[config.mk]
export PLATFORM = sky130hd
export DESIGN_NAME = mio_port_block
export DESIGN_NICKNAME = d
export VERILOG_FILES = /design/src/rtl/mio_pkg.sv /design/src/rtl/mio_port_block.sv /design/src/rtl/mio_irq_filter.sv
export VERILOG_INCLUDE_DIRS = /design/src /design/src/rtl
export SDC_FILE = /design/constraint.sdc
export NUM_CORES = 2
export LEC_CHECK = 0
export ABC_AREA = 1
export BUFFER_PORTS_ARGS = -buffer_cell sky130_fd_sc_hd__buf_2
export CORE_AREA = 10 10 350 352
export CTS_CLUSTER_DIAMETER = 120
export DETAILED_ROUTE_END_ITERATION = 7
export DIE_AREA = 0 0 360 362
export SLEW_MARGIN = 10
export SYNTH_ARGS = -nofsm -noshare
export SYNTH_HDL_FRONTEND = slang
export SYNTH_HIERARCHICAL = 1
export SYNTH_SLANG_ARGS = --single-unit
[constraint.sdc]
create_clock -name aclk -period 3.29 [get_ports aclk]
set_clock_uncertainty 0.2 [all_clocks]
set_input_delay 0.1645 -clock aclk [delete_from_list [all_inputs] [get_ports aclk]]
set_output_delay 0.1645 -clock aclk [all_outputs]
set_load 0.02 [all_outputs]
[src/rtl/mio_cfg.svh]
// Constants of the multiplexed pin block: pin map, register map, reset values.
// Assumes an 8-bit AXI4-Lite byte address and 32-bit data words.
//
// Contract
// - Ninety pins in seven ports of fixed widths
// - First port output only or memory function
// - Per-pin function select in every port
// - Pins take their default function after reset
// - Data register drives outputs, reads input pins
// - Pull-up disable bit: zero enables, one disables
// - Enabled pull-up works for every pin function
// - Six pads selectable open drain, one enables
// - Misc control: bus pull-ups, stop, USB, clock out
// - Eight external interrupts, five trigger kinds
// - Interrupt accepted only after four stable clocks
// - Data read of peripheral-function pin is undefined
// - First port select resets to all ones
`ifndef MIO_CFG_SVH
`define MIO_CFG_SVH

`define MIO_NPINS 90
`define MIO_NPORTS 7
`define MIO_BASE_A 0
`define MIO_BASE_B 18
`define MIO_BASE_C 34
`define MIO_BASE_D 50
`define MIO_BASE_E 61
`define MIO_BASE_F 73
`define MIO_BASE_G 80
`define MIO_WIDTH_A 18
`define MIO_WIDTH_B 16
`define MIO_WIDTH_C 16
`define MIO_WIDTH_D 11
`define MIO_WIDTH_E 12
`define MIO_WIDTH_F 7
`define MIO_WIDTH_G 10

`define MIO_CLOCK_OUTPUT_PIN_PIN 79
`define MIO_OD_PIN0 74
`define MIO_OD_PIN1 76
`define MIO_OD_PIN2 85
`define MIO_OD_PIN3 86
`define MIO_OD_PIN4 87
`define MIO_OD_PIN5 88
`define MIO_EXT_IRQ_INPUT_N 8

`define MIO_OFS_CON 2'h0
`define MIO_OFS_DAT 2'h1
`define MIO_OFS_UP 2'h2
`define MIO_OFS_PORT_END 8'h70
`define MIO_OFS_OD 8'h70
`define MIO_OFS_MISC 8'h74
`define MIO_OFS_TRIG 8'h78
`define MIO_OFS_STATUS 8'h7C
`define MIO_OFS_ENABLE 8'h80
`define MIO_OFS_CLEAR 8'h84

`define MIO_RST_CON_A 32'h0003_FFFF
`define MIO_RST_CON_B 32'hAAAA_AAAA
`define MIO_RST_CON 32'h0000_0000
`define MIO_RST_DAT 32'h0000_0000
`define MIO_RST_UP 32'h0000_0000
`define MIO_RST_MISC 32'h0000_0000
`define MIO_RST_OD 32'h0000_0000
`define MIO_RST_TRIG 32'h0000_0000

`define MIO_MISC_PU_LO 0
`define MIO_MISC_PU_HI 1
`define MIO_MISC_STOP_HOLD 2
`define MIO_MISC_USB_LSB 3
`define MIO_MISC_CLK_LSB 5

`define MIO_FILT_CYCLES 3'h3
`define MIO_RESP_OKAY 2'h0
`define MIO_RESP_SLVERR 2'h2

`endif

[src/rtl/mio_pkg.sv]
// Types shared by the multiplexed pin block.
// Assumes nothing beyond the constant header.
package mio_pkg;
    typedef enum logic [1:0] {
        MIO_FSEL_INPUT = 2'h0,
        MIO_FSEL_OUTPUT = 2'h1,
        MIO_FSEL_FUNC1 = 2'h2,
        MIO_FSEL_FUNC2 = 2'h3
    } mio_fsel_t;

    typedef enum logic [1:0] {
        MIO_TRIG_LEVEL = 2'h0,
        MIO_TRIG_FALL = 2'h1,
        MIO_TRIG_RISE = 2'h2,
        MIO_TRIG_BOTH = 2'h3
    } mio_trig_t;
endpackage

[src/rtl/mio_port_block.sv]
// Multiplexed pin block: seven ports, function select, data, pull-ups,
// open drain, misc control and eight filtered external interrupts.
// Assumes pads resolve out/oe outside; stop_mode comes from aclk logic.
`timescale 1ns/1ps
`include "mio_cfg.svh"
module mio_port_block #(
    parameter int ADDR_W = 8
) (
    input wire logic aclk,
    input wire logic aresetn,
    input wire logic [ADDR_W-1:0] awaddr,
    input wire logic awvalid,
    output logic awready,
    input wire logic [31:0] wdata,
    input wire logic [3:0] wstrb,
    input wire logic wvalid,
    output logic wready,
    output logic [1:0] bresp,
    output logic bvalid,
    input wire logic bready,
    input wire logic [ADDR_W-1:0] araddr,
    input wire logic arvalid,
    output logic arready,
    output logic [31:0] rdata,
    output logic [1:0] rresp,
    output logic rvalid,
    input wire logic rready,
    input wire logic [`MIO_NPINS-1:0] pad_in,
    output logic [`MIO_NPINS-1:0] pad_out,
    output logic [`MIO_NPINS-1:0] pad_oe,
    output logic [`MIO_NPINS-1:0] pad_pullup_en,
    output logic [`MIO_NPINS-1:0] port_pin_sync,
    input wire logic [`MIO_NPINS-1:0] alt1_out,
    input wire logic [`MIO_NPINS-1:0] alt1_oe,
    input wire logic [`MIO_NPINS-1:0] alt2_out,
    input wire logic [`MIO_NPINS-1:0] alt2_oe,
    input wire logic stop_mode,
    input wire logic [3:0] clock_sources,
    output logic clock_output_pin,
    output logic [1:0] data_bus_pullup_en,
    output logic [1:0] usb_pad_ctrl,
    output logic irq
);
    function automatic int port_base(input int p);
        case (p)
            0: port_base = `MIO_BASE_A;
            1: port_base = `MIO_BASE_B;
            2: port_base = `MIO_BASE_C;
            3: port_base = `MIO_BASE_D;
            4: port_base = `MIO_BASE_E;
            5: port_base = `MIO_BASE_F;
            default: port_base = `MIO_BASE_G;
        endcase
    endfunction

    function automatic int port_width(input int p);
        case (p)
            0: port_width = `MIO_WIDTH_A;
            1: port_width = `MIO_WIDTH_B;
            2: port_width = `MIO_WIDTH_C;
            3: port_width = `MIO_WIDTH_D;
            4: port_width = `MIO_WIDTH_E;
            5: port_width = `MIO_WIDTH_F;
            default: port_width = `MIO_WIDTH_G;
        endcase
    endfunction

    function automatic int pin_port(input int i);
        int p;
        p = 0;
        for (int q = 1; q < `MIO_NPORTS; q++) begin
            if (i >= port_base(q)) begin
                p = q;
            end
        end
        pin_port = p;
    endfunction

    function automatic logic is_od_pin(input int i);
        is_od_pin = (i == `MIO_OD_PIN0) || (i == `MIO_OD_PIN1) || (i == `MIO_OD_PIN2)
            || (i == `MIO_OD_PIN3) || (i == `MIO_OD_PIN4) || (i == `MIO_OD_PIN5);
    endfunction

    function automatic int od_index(input int i);
        case (i)
            `MIO_OD_PIN0: od_index = 0;
            `MIO_OD_PIN1: od_index = 1;
            `MIO_OD_PIN2: od_index = 2;
            `MIO_OD_PIN3: od_index = 3;
            `MIO_OD_PIN4: od_index = 4;
            default: od_index = 5;
        endcase
    endfunction

    function automatic logic [31:0] width_mask(input int w);
        logic [32:0] m;
        m = (33'h1 << w) - 33'h1;
        width_mask = m[31:0];
    endfunction

    // Port A: one select bit per pin
    function automatic logic [31:0] con_mask(input int p);
        con_mask = (p == 0) ? width_mask(port_width(0)) : width_mask(2 * port_width(p));
    endfunction

    function automatic logic [31:0] merge(input logic [31:0] old, input logic [31:0] val,
                                          input logic [3:0] strb);
        logic [31:0] r;
        r = old;
        for (int b = 0; b < 4; b++) begin
            if (strb[b]) begin
                r[8*b +: 8] = val[8*b +: 8];
            end
        end
        merge = r;
    endfunction

    function automatic logic [31:0] port_slice(input logic [`MIO_NPINS-1:0] v, input int p);
        logic [`MIO_NPINS-1:0] s;
        s = v >> port_base(p);
        port_slice = s[31:0] & width_mask(port_width(p));
    endfunction

    function automatic logic addr_mapped(input logic [ADDR_W-1:0] a);
        logic [1:0] kind;
        kind = a[3:2];
        if (a < `MIO_OFS_PORT_END) begin
            addr_mapped = (kind != 2'h3) && !(a[6:4] == 3'h0 && kind == `MIO_OFS_UP);
        end else begin
            addr_mapped = (a == `MIO_OFS_OD) || (a == `MIO_OFS_MISC) || (a == `MIO_OFS_TRIG)
                || (a == `MIO_OFS_STATUS) || (a == `MIO_OFS_ENABLE) || (a == `MIO_OFS_CLEAR);
        end
    endfunction

    logic [31:0] con [`MIO_NPORTS];
    logic [31:0] dat [`MIO_NPORTS];
    logic [31:0] up [`MIO_NPORTS];
    logic [5:0] od_en;
    logic [31:0] misc;
    logic [3*`MIO_EXT_IRQ_INPUT_N-1:0] trig_cfg;
    logic [`MIO_EXT_IRQ_INPUT_N-1:0] irq_status;
    logic [`MIO_EXT_IRQ_INPUT_N-1:0] irq_enable;
    logic [`MIO_NPINS-1:0] sync1;
    logic [`MIO_NPINS-1:0] sync2;
    logic [`MIO_NPINS-1:0] hold_out;
    logic [`MIO_NPINS-1:0] hold_oe;
    logic [`MIO_NPINS-1:0] live_out;
    logic [`MIO_NPINS-1:0] live_oe;
    logic [`MIO_NPINS-1:0] rd_pins;
    logic [`MIO_EXT_IRQ_INPUT_N-1:0] ext_irq_input_filt;
    logic [`MIO_EXT_IRQ_INPUT_N-1:0] ext_irq_input_prev;
    logic [`MIO_EXT_IRQ_INPUT_N-1:0] ext_irq_input_mode;
    logic [`MIO_EXT_IRQ_INPUT_N-1:0] ext_irq_input_event;

    // AXI4-Lite slave state
    logic aw_held;
    logic w_held;
    logic [ADDR_W-1:0] aw_addr_q;
    logic [31:0] w_data_q;
    logic [3:0] w_strb_q;
    logic [1:0] rd_kind;
    logic [2:0] rd_port;
    logic [31:0] rd_word;
    logic [31:0] next_rdata;

    // Write commits once both halves are held
    wire do_write = aw_held && w_held && !bvalid;
    wire [2:0] wr_port = aw_addr_q[6:4];
    wire [1:0] wr_kind = aw_addr_q[3:2];
    wire wr_in_ports = aw_addr_q < `MIO_OFS_PORT_END;
    wire [31:0] clear_word = (do_write && aw_addr_q == `MIO_OFS_CLEAR)
        ? merge(32'h0000_0000, w_data_q, w_strb_q) : 32'h0000_0000;

    assign awready = !aw_held && !bvalid;
    assign wready = !w_held && !bvalid;
    assign arready = !rvalid;

    always_ff @(posedge aclk) begin
        if (!aresetn) begin
            aw_held <= 1'b0;
            w_held <= 1'b0;
            aw_addr_q <= '0;
            w_data_q <= 32'h0000_0000;
            w_strb_q <= 4'h0;
            bvalid <= 1'b0;
            bresp <= `MIO_RESP_OKAY;
        end else begin
            if (awvalid && awready) begin
                aw_held <= 1'b1;
                aw_addr_q <= awaddr;
            end
            if (wvalid && wready) begin
                w_held <= 1'b1;
                w_data_q <= wdata;
                w_strb_q <= wstrb;
            end
            if (do_write) begin
                aw_held <= 1'b0;
                w_held <= 1'b0;
                bvalid <= 1'b1;
                bresp <= addr_mapped(aw_addr_q) ? `MIO_RESP_OKAY : `MIO_RESP_SLVERR;
            end else if (bready) begin
                bvalid <= 1'b0;
            end
        end
    end

    // Select resets give default functions
    always_ff @(posedge aclk) begin
        if (!aresetn) begin
            for (int p = 0; p < `MIO_NPORTS; p++) begin
                con[p] <= (p == 0) ? `MIO_RST_CON_A :
                          (p == 1) ? `MIO_RST_CON_B : `MIO_RST_CON;
                dat[p] <= `MIO_RST_DAT;
                up[p] <= `MIO_RST_UP;
            end
            od_en <= 6'(`MIO_RST_OD);
            misc <= `MIO_RST_MISC;
            trig_cfg <= 24'(`MIO_RST_TRIG);
            irq_enable <= '0;
        end else if (do_write) begin
            for (int p = 0; p < `MIO_NPORTS; p++) begin
                if (wr_in_ports && wr_port == p) begin
                    if (wr_kind == `MIO_OFS_CON) begin
                        con[p] <= merge(con[p], w_data_q, w_strb_q) & con_mask(p);
                    end
                    if (wr_kind == `MIO_OFS_DAT) begin
                        dat[p] <= merge(dat[p], w_data_q, w_strb_q) & width_mask(port_width(p));
                    end
                    if (wr_kind == `MIO_OFS_UP && p != 0) begin
                        up[p] <= merge(up[p], w_data_q, w_strb_q) & width_mask(port_width(p));
                    end
                end
            end
            if (aw_addr_q == `MIO_OFS_OD) begin
                od_en <= 6'(merge({26'h0, od_en}, w_data_q, w_strb_q));
            end
            if (aw_addr_q == `MIO_OFS_MISC) begin
                misc <= merge(misc, w_data_q, w_strb_q) & 32'h0000_007F;
            end
            if (aw_addr_q == `MIO_OFS_TRIG) begin
                trig_cfg <= 24'(merge({8'h00, trig_cfg}, w_data_q, w_strb_q));
            end
            if (aw_addr_q == `MIO_OFS_ENABLE) begin
                irq_enable <= 8'(merge({24'h0, irq_enable}, w_data_q, w_strb_q));
            end
        end
    end

    // Read path
    assign rd_port = araddr[6:4];
    assign rd_kind = araddr[3:2];
    assign rd_word = (araddr >= `MIO_OFS_PORT_END) ? 32'h0000_0000 :
        (rd_kind == `MIO_OFS_CON) ? con[rd_port] :
        (rd_kind == `MIO_OFS_DAT) ? port_slice(rd_pins, rd_port) :
        (rd_kind == `MIO_OFS_UP && rd_port != 3'h0) ? up[rd_port] : 32'h0000_0000;
    assign next_rdata = !addr_mapped(araddr) ? 32'h0000_0000 :
        (araddr < `MIO_OFS_PORT_END) ? rd_word :
        (araddr == `MIO_OFS_OD) ? {26'h0, od_en} :
        (araddr == `MIO_OFS_MISC) ? misc :
        (araddr == `MIO_OFS_TRIG) ? {8'h00, trig_cfg} :
        (araddr == `MIO_OFS_STATUS) ? {24'h0, irq_status} :
        (araddr == `MIO_OFS_ENABLE) ? {24'h0, irq_enable} : 32'h0000_0000;

    always_ff @(posedge aclk) begin
        if (!aresetn) begin
            rvalid <= 1'b0;
            rdata <= 32'h0000_0000;
            rresp <= `MIO_RESP_OKAY;
        end else if (arvalid && arready) begin
            rvalid <= 1'b1;
            rdata <= next_rdata;
            rresp <= addr_mapped(araddr) ? `MIO_RESP_OKAY : `MIO_RESP_SLVERR;
        end else if (rready) begin
            rvalid <= 1'b0;
        end
    end

    // Pads are async: two flops first
    always_ff @(posedge aclk) begin
        if (!aresetn) begin
            sync1 <= '0;
            sync2 <= '0;
        end else begin
            sync1 <= pad_in;
            sync2 <= sync1;
        end
    end
    assign port_pin_sync = sync2;

    // Misc control
    assign data_bus_pullup_en = ~{misc[`MIO_MISC_PU_HI], misc[`MIO_MISC_PU_LO]};
    assign usb_pad_ctrl = misc[`MIO_MISC_USB_LSB +: 2];
    assign clock_output_pin = clock_sources[misc[`MIO_MISC_CLK_LSB +: 2]];

    // Drive frozen on stop when hold chosen
    always_ff @(posedge aclk) begin
        if (!aresetn) begin
            hold_out <= '0;
            hold_oe <= '0;
        end else if (!stop_mode) begin
            hold_out <= live_out;
            hold_oe <= live_oe;
        end
    end

    // Pin map fixed by port bases
    genvar i;
    generate
        for (i = 0; i < `MIO_NPINS; i++) begin : g_pin
            localparam int P = pin_port(i);
            localparam int B = i - port_base(P);
            logic [1:0] fsel;
            logic f1_val;
            logic drv_val;
            logic drv_oe;
            if (P == 0) begin : g_a
                // No input path on port A
                assign fsel = con[0][B] ? mio_pkg::MIO_FSEL_FUNC1
                                        : mio_pkg::MIO_FSEL_OUTPUT;
                assign pad_pullup_en[i] = 1'b0;
            end else begin : g_io
                assign fsel = con[P][2*B +: 2];
                // Pull-up ignores fsel entirely
                assign pad_pullup_en[i] = ~up[P][B];
            end
            assign f1_val = (i == `MIO_CLOCK_OUTPUT_PIN_PIN) ? clock_output_pin : alt1_out[i];
            assign drv_val = (fsel == mio_pkg::MIO_FSEL_OUTPUT) ? dat[P][B] :
                             (fsel == mio_pkg::MIO_FSEL_FUNC1) ? f1_val :
                             (fsel == mio_pkg::MIO_FSEL_FUNC2) ? alt2_out[i] : 1'b0;
            assign drv_oe = (fsel == mio_pkg::MIO_FSEL_OUTPUT) ? 1'b1 :
                            (fsel == mio_pkg::MIO_FSEL_FUNC1) ? (P == 0 || alt1_oe[i]) :
                            (fsel == mio_pkg::MIO_FSEL_FUNC2) ? alt2_oe[i] : 1'b0;
            if (is_od_pin(i)) begin : g_od
                // Open drain only ever pulls low
                assign live_out[i] = od_en[od_index(i)] ? 1'b0 : drv_val;
                assign live_oe[i] = od_en[od_index(i)] ? (drv_oe && !drv_val) : drv_oe;
            end else begin : g_pp
                assign live_out[i] = drv_val;
                assign live_oe[i] = drv_oe;
            end
            assign pad_out[i] = (stop_mode && misc[`MIO_MISC_STOP_HOLD]) ? hold_out[i]
                                                                        : live_out[i];
            assign pad_oe[i] = !stop_mode ? live_oe[i] :
                               misc[`MIO_MISC_STOP_HOLD] ? hold_oe[i] : 1'b0;
            // Function pins read zero
            assign rd_pins[i] = (fsel == mio_pkg::MIO_FSEL_INPUT) ? sync2[i] :
                                (fsel == mio_pkg::MIO_FSEL_OUTPUT) ? dat[P][B] : 1'b0;
        end
    endgenerate

    // External interrupts on port E pins 0..7
    mio_irq_filter #(
        .N(`MIO_EXT_IRQ_INPUT_N)
    ) u_filter (
        .aclk(aclk),
        .aresetn(aresetn),
        .raw(sync2[`MIO_BASE_E +: `MIO_EXT_IRQ_INPUT_N]),
        .filtered(ext_irq_input_filt)
    );

    genvar k;
    generate
        for (k = 0; k < `MIO_EXT_IRQ_INPUT_N; k++) begin : g_ext_irq_input
            wire [2:0] cfg = trig_cfg[3*k +: 3];
            wire fall = ext_irq_input_prev[k] && !ext_irq_input_filt[k];
            wire rise = !ext_irq_input_prev[k] && ext_irq_input_filt[k];
            // Interrupt-function pins only
            assign ext_irq_input_mode[k] = con[4][2*k +: 2] == mio_pkg::MIO_FSEL_FUNC1;
            assign ext_irq_input_event[k] = ext_irq_input_mode[k] && (
                (cfg[2:1] == mio_pkg::MIO_TRIG_LEVEL) ? (ext_irq_input_filt[k] == cfg[0]) :
                (cfg[2:1] == mio_pkg::MIO_TRIG_FALL) ? fall :
                (cfg[2:1] == mio_pkg::MIO_TRIG_RISE) ? rise : (fall || rise));
        end
    endgenerate

    // Event beats clear
    always_ff @(posedge aclk) begin
        if (!aresetn) begin
            ext_irq_input_prev <= '0;
            irq_status <= '0;
        end else begin
            ext_irq_input_prev <= ext_irq_input_filt;
            irq_status <= (irq_status & ~clear_word[`MIO_EXT_IRQ_INPUT_N-1:0]) | ext_irq_input_event;
        end
    end

    assign irq = |(irq_status & irq_enable);
endmodule

[src/rtl/mio_irq_filter.sv]
// Glitch filter for the external interrupt inputs.
// Assumes inputs already synchronised to aclk.
`timescale 1ns/1ps
`include "mio_cfg.svh"
module mio_irq_filter #(
    parameter int N = 8
) (
    input wire logic aclk,
    input wire logic aresetn,
    input wire logic [N-1:0] raw,
    output logic [N-1:0] filtered
);
    genvar k;
    generate
        for (k = 0; k < N; k++) begin : g_bit
            logic [2:0] cnt;
            // Take a new level after four differing edges
            always_ff @(posedge aclk) begin
                if (!aresetn) begin
                    cnt <= 3'h0;
                    filtered[k] <= 1'b0;
                end else if (raw[k] == filtered[k]) begin
                    cnt <= 3'h0;
                end else if (cnt == `MIO_FILT_CYCLES) begin
                    cnt <= 3'h0;
                    filtered[k] <= raw[k];
                end else begin
                    cnt <= cnt + 3'h1;
                end
            end
        end
    endgenerate
endmodule

== Word-level counts from Yosys, hierarchy flattened ==
Memory sizes are Yosys's and may differ from the RTL's.
Index checks and enable logic that the tools add are counted.

* Register bits after elaboration: 537
* Bits in latches: 0
* Memory bits (writable): 672
* Memory bits (read-only): 0
* Bits of input ports: 514
* Output and inout port bits: 407
* Memories kept: 3

* Add/sub/neg operators: 28
* $mul: 0
* Divide/modulo/power cells: 0
* Magnitude comparators: 4
* Eq/ne operators: 339
* Shift-type cells: 21
* Mux-type cells: 1645
* Bitwise gates (word level): 126
* Reductions and logical operators: 227

{| class="wikitable"
|+ Memory list
! name !! depth !! width !! rd ports !! clocked after memory_dff !! wr ports !! RTL line !! text
|-
| con || 7 || 32 || 8 || 0 || 7 || mio_port_block.sv:135 || <nowiki>logic [31:0] con [`MIO_NPORTS];</nowiki>
|-
| dat || 7 || 32 || 7 || 0 || 7 || mio_port_block.sv:136 || <nowiki>logic [31:0] dat [`MIO_NPORTS];</nowiki>
|-
| up || 7 || 32 || 7 || 0 || 7 || mio_port_block.sv:137 || <nowiki>logic [31:0] up [`MIO_NPORTS];</nowiki>
|}

{| class="wikitable"
|+ Operators by type and width
! kind !! count
|-
| $mux W8 || 394
|-
| $mux W32 || 76
|-
| $mux W1 || 1121
|-
| $mux W31 || 23
|-
| $and A32 B32 Y32 || 20
|-
| $sub A32 B1 Y32 const B || 20
|-
| $shl A1 B32 Y32 const A || 19
|-
| $eq A2 B2 Y1 const B || 190
|-
| $eq A2 B1 Y1 const B || 100
|-
| $logic_not A2 Y1 || 100
|-
| $shr A90 B32 Y32 || 1
|-
| $not A1 Y1 || 81
|-
| $mux W24 || 3
|-
| $eq A8 B7 Y1 const B || 8
|-
| $logic_and A1 B1 Y1 || 51
|-
| $mux W2 || 25
|-
| $pmux W7 S6 || 1
|-
| $eq A3 B2 Y1 const B || 12
|-
| $eq A8 B8 Y1 const B || 4
|-
| $shl A1 B5 Y32 const A || 1
|-
| $logic_not A1 Y1 || 28
|-
| $pmux W5 S5 || 1
|-
| $add A3 B1 Y3 const B || 8
|-
| $reduce_or A3 Y1 || 8
|-
| 21 further kinds || 95
|}

== Logic depth before layout (Yosys ltp) ==
An unclocked memory read counts as a cell.

* Depth in word-level cells: 12
* Mapped depth: 20
* Mapped depth without buffers: 20

== Modules after synthesis ==
The synthesis kept the hierarchy.

{| class="wikitable"
|+ By module, submodules not included
! module !! times used !! cells each !! area each (sq um)
|-
| mio_port_block || 1 || 5351 || 40299.9
|-
| mio_irq_filter || 1 || 153 || 1265.0
|}

== Worst setup path after synthesis ==
OpenSTA, ideal clock, no wires.

* Path kind: register to register
* Start: reg bvalid
* End: mem con[1][24], enable pin
* Library setup time: 384 ps
* Data arrival time: 2342 ps
* Required time: 2706 ps
* Path slack: 364 ps
* Cell stages (with the launch flop): 11
* Period minus slack after synthesis: 2926 ps
* Path through: dfxtp_1 nor3_2 inv_2 nor2_2 inv_1 nor2_2 inv_1 nor2_2 inv_1 buf_2 o21ai_0

{| class="wikitable"
|+ RTL lines
! what !! RTL line !! text
|-
| start: declaration || mio_port_block.sv:19 || <nowiki>output logic bvalid,</nowiki>
|-
| start signal: assignment || mio_port_block.sv:185 || <nowiki>bvalid <= 1'b0;</nowiki>
|-
| start signal: assignment || mio_port_block.sv:200 || <nowiki>bvalid <= 1'b1;</nowiki>
|-
| start signal: assignment || mio_port_block.sv:203 || <nowiki>bvalid <= 1'b0;</nowiki>
|-
| end: declaration || mio_port_block.sv:135 ||
|}

==> summary.md <==
| Metric | Value |
|---|---|
| Period utilization | `1.00` |
| Most used DFF post-synth | `dfxtp_1` |
| Final Hold Viols | `0` |
| Warnings from Yosys | `6` |
| WHS | `0.0253 ns` |
| Mapped Avg Cell Area | `7.55 um2` |
| Worst Hold Class | `primary input to register` |
| Placed cell count | `between 7000 and 8000` |
| Num CTS Buffers | `97` |
| Least-Margin Pin Slew | `1.23 ns` |
| Row count | `125` |
| Max-cap violation count | `0` |
| Final Max Slew Viols | `0` |
| Hold depth | `4` |
| CTS Root Cell | `clkbuf_16` |
| Max Fclk | `approximately 0.30 GHz` |
| Data arrival time of the worst path | `3.75 ns` |
| DRC Markers | `9` |
| RR Startpoint | `con[2][31]$_SDFFCE_PN0P_` |
| Depth of the CTS H-tree | `3` |
| Power Density | `472 nW/um2` |
| Setup slack after layout | `-0.0113 ns` |
| ANT nets after route | `0` |
| Share of layout cells above drive strength 1 | `0.196` |
| Sw power | `8.30 mW` |
| Commonest cells after routing, fill and taps aside | `nand2_1 (1064), buf_2 (843), inv_1 (735), nor2_1 (644), nand3_1 (628)` |
| Worst r2r path cells | `17` |
| VDD IR max | `0.000376 V` |
| Final wirelength | `259000 um` |
| Initial core utilization | `0.360` |
| DP Wirelength | `201000 um` |
| Post-layout minimum cycle time | `3.30 ns` |
| Total congestion overflow | `0` |
| Post-synthesis sequential area ratio | `0.484` |
| Post-synthesis cell count | `approximately 5500` |
| Worst R2R Setup Slack | `-0.01 ns` |
| Post-Syn Area | `41600 um2` |
| Total GRT Usage | `0.374` |
| Commonest non-fill, non-tap cell in the layout | `nand2_1` |
| Yosys top cell area share | `0.249` |
| Via count | `48520` |
| Final setup violation count | `1` |
| Skew-Pair Late Insertion Delay | `0.71 ns` |
| Class of the most critical setup path | `register to register` |
| First-pass GRT wire length | `347000 um` |
| Switching share of power | `0.303` |
| I/O Pins | `921` |
| Layout Cells excl Fill | `8674` |
| Post-synth EDFFs | `~320` |
| Distinct cells, synth | `55` |
| DRT iter0 DRCs | `roughly 6700` |
| Worst Path Required | `3.74 ns` |
| Nets | `about 7600` |
| Synthesis-stage register bit count | `842` |
| Synth-to-layout area growth | `39.5%` |
| Leakage power | `27.1 nW` |
| Die W | `around 360 um` |
| Detailed Routing Iterations Pass 1 | `8` |
| P_int | `between 15 and 20 mW` |
| Slew margin rel. | `0.182` |
| Logic gate share of total power | `0.179` |
| Asr flop ratio synth | `0` |
| Seq pwr share | `0.423` |
| Failing checks | `DRC, setup timing` |
| Post-synth top area cell | `dfxtp_1` |
| Worst Min Path Start | `pad_in[46]` |
| R2r endpoint | `rdata[8]$_SDFFE_PN0P_` |
| CTS tree | `done` |
| Placement Setup Slack | `0.297 ns` |
| Clk pwr share | `0.398` |
| Routed len/inst | `29.8 um` |
| Largest net degree at the start of global routing | `between 150 and 200` |
| Clock Tree Buf Depth | `3` |
| Top post-synthesis cells by area | `dfxtp_1 (25%), edfxtp_1 (23%), nand2_1 (9.7%), nand3_1 (7.6%), inv_1 (6.7%)` |
| Routability cong. | `just over 1` |
| Height of the die | `between 300 and 400 um` |
| Fill count | `11306` |
| Vias in the first global route | `45251` |
| Worst setup SP type | `register` |
| Hold endpoint | `sync1[46]$_SDFF_PN0_` |
| Initial antenna violation count | `35` |
| Critical Path Sink Type | `register` |
| Run status | `complete, but fails checks` |
| Die area | `130000 um2` |
| Vias per inst | `5.59` |
| Number of clock sinks | `842` |
| CTS clk-pin slew, worst paths | `approximately 0.06 ns` |
| Core Area | `115000 um2` |
| Port buffer count | `845` |
| Crit Path Max Fanout | `4` |
[worst max path at each step]
stage / from / endpoint / depth (start not counted)
6_report: con[2][31]$_SDFFCE_PN0P_ / rdata[8]$_SDFFE_PN0P_ / 17
5_1_grt: con[2][15]$_SDFFCE_PN0P_ / rdata[8]$_SDFFE_PN0P_ / 17
4_1_cts: stop_mode / pad_oe[45] / 8
3_5_place_dp: araddr[6] / rdata[5]$_SDFFE_PN0P_ / 17
3_3_place_gp: araddr[6] / rdata[1]$_SDFFE_PN0P_ / 17
2_1_floorplan: bvalid$_SDFFE_PN0P_ / con[1][24]$_SDFFCE_PN0P_ / 10
[synthesized netlist by cell type (16+ instances only)]
library cell / n
buf_4: 57
edfxtp_1: 324
o21ai_0: 412
buf_1: 21
inv_2: 16
o211ai_1: 50
clkbuf_1: 180
nand2_1: 1072
nand4_1: 33
a221oi_1: 18
nor3_1: 21
a211oi_1: 113
a21oi_1: 344
buf_2: 55
dfxtp_1: 518
inv_1: 743
o221ai_1: 17
nand3_1: 632
o22ai_1: 54
o21ai_1: 16
a22oi_1: 24
nor2_1: 645
ha_1: 33
[timing repair]
item	in CTS	in global routing
endpoints found under the hold margin	410	0
endpoints found under the setup margin	0	31
gates resized for setup	0	24
setup buffers	0	17
hold buffers	557	0
[metrics by stage]
stage	power (mW)	utilization	setup TNS, ns	cell area, um2
final	27.3	0.502	-0.0113	58000
after floorplan	13.7	-	0	41600
after global placement	15.8	0.425	0	49000
after CTS	27.2	0.500	0	57700
after global routing	28.0	0.502	-0.00123	58000
after detailed placement	15.9	0.425	0	49000
[layer usage]
metal  global-route usage  up-vias  part of all wire
li1                     -    21292                 -
met1                0.484    23390              0.39
met2                0.571     3198              0.43
met3                0.109      622              0.12
met4                0.173       18             0.056
met5                    0        -           0.00049
[logic make-up after synthesis]
logic type | count (synthesis) | share of synthesized area
flip-flops | 842 | 0.484
adder cells (fa/ha/maj) | 33 | 0.00993
AND/OR/NAND/NOR | 2439 | 0.247
buffers and inverters | 1086 | 0.106
XOR/XNOR | 8 | 0.00169
other | 2 | 0.000181
AO/OA/AOI/OAI | 1094 | 0.151
[critical path, stage by stage, from the launching register on]
cell and delay, ns:
edfxtp_1 0.50, inv_1 0.20, nand3_1 0.17, nand2_4 0.18
nand2_1 0.07, nand3_1 0.08, o21a_1 0.19, nand2_1 0.07
nand3_1 0.14, nand3_1 0.19, nand2_1 0.11, nand2_1 0.09
nand2_1 0.11, nand2_1 0.12, nand2_1 0.10, nand2_1 0.07
a21oi_1 0.11, dlygate4sd3_1 0.56
[state kept, by name (all words and copies together) (netlist names), 72 cells and up]
name,cells
con,162
dat,90
hold_out,90
port_pin_sync,90
sync1,90
hold_oe,73
up,72
[layout make-up]
cell class,count,area (um2),share of cell area
sequential,842,20100,0.347
multi-input combinational,3596,17200,0.297
timing repair buffer,1743,12700,0.219
inverter,767,2890,0.0499
clock buffer,142,2780,0.0479
tap,1524,1910,0.0329
clock inverter,40,377,0.00649
antenna,20,50.0,0.000863
[power groups by stage]
stage	Clock, mW	Sequential, mW	Combinational (mW)
after floorplan	0	11.7	1.97
after global placement	0	11.8	4.08
after detailed placement	0	11.8	4.09
after CTS	10.9	11.6	4.68
after global routing	11.4	11.6	5.07
final	10.9	11.6	4.89
No activity file was read; power rests on OpenSTA's default activity.
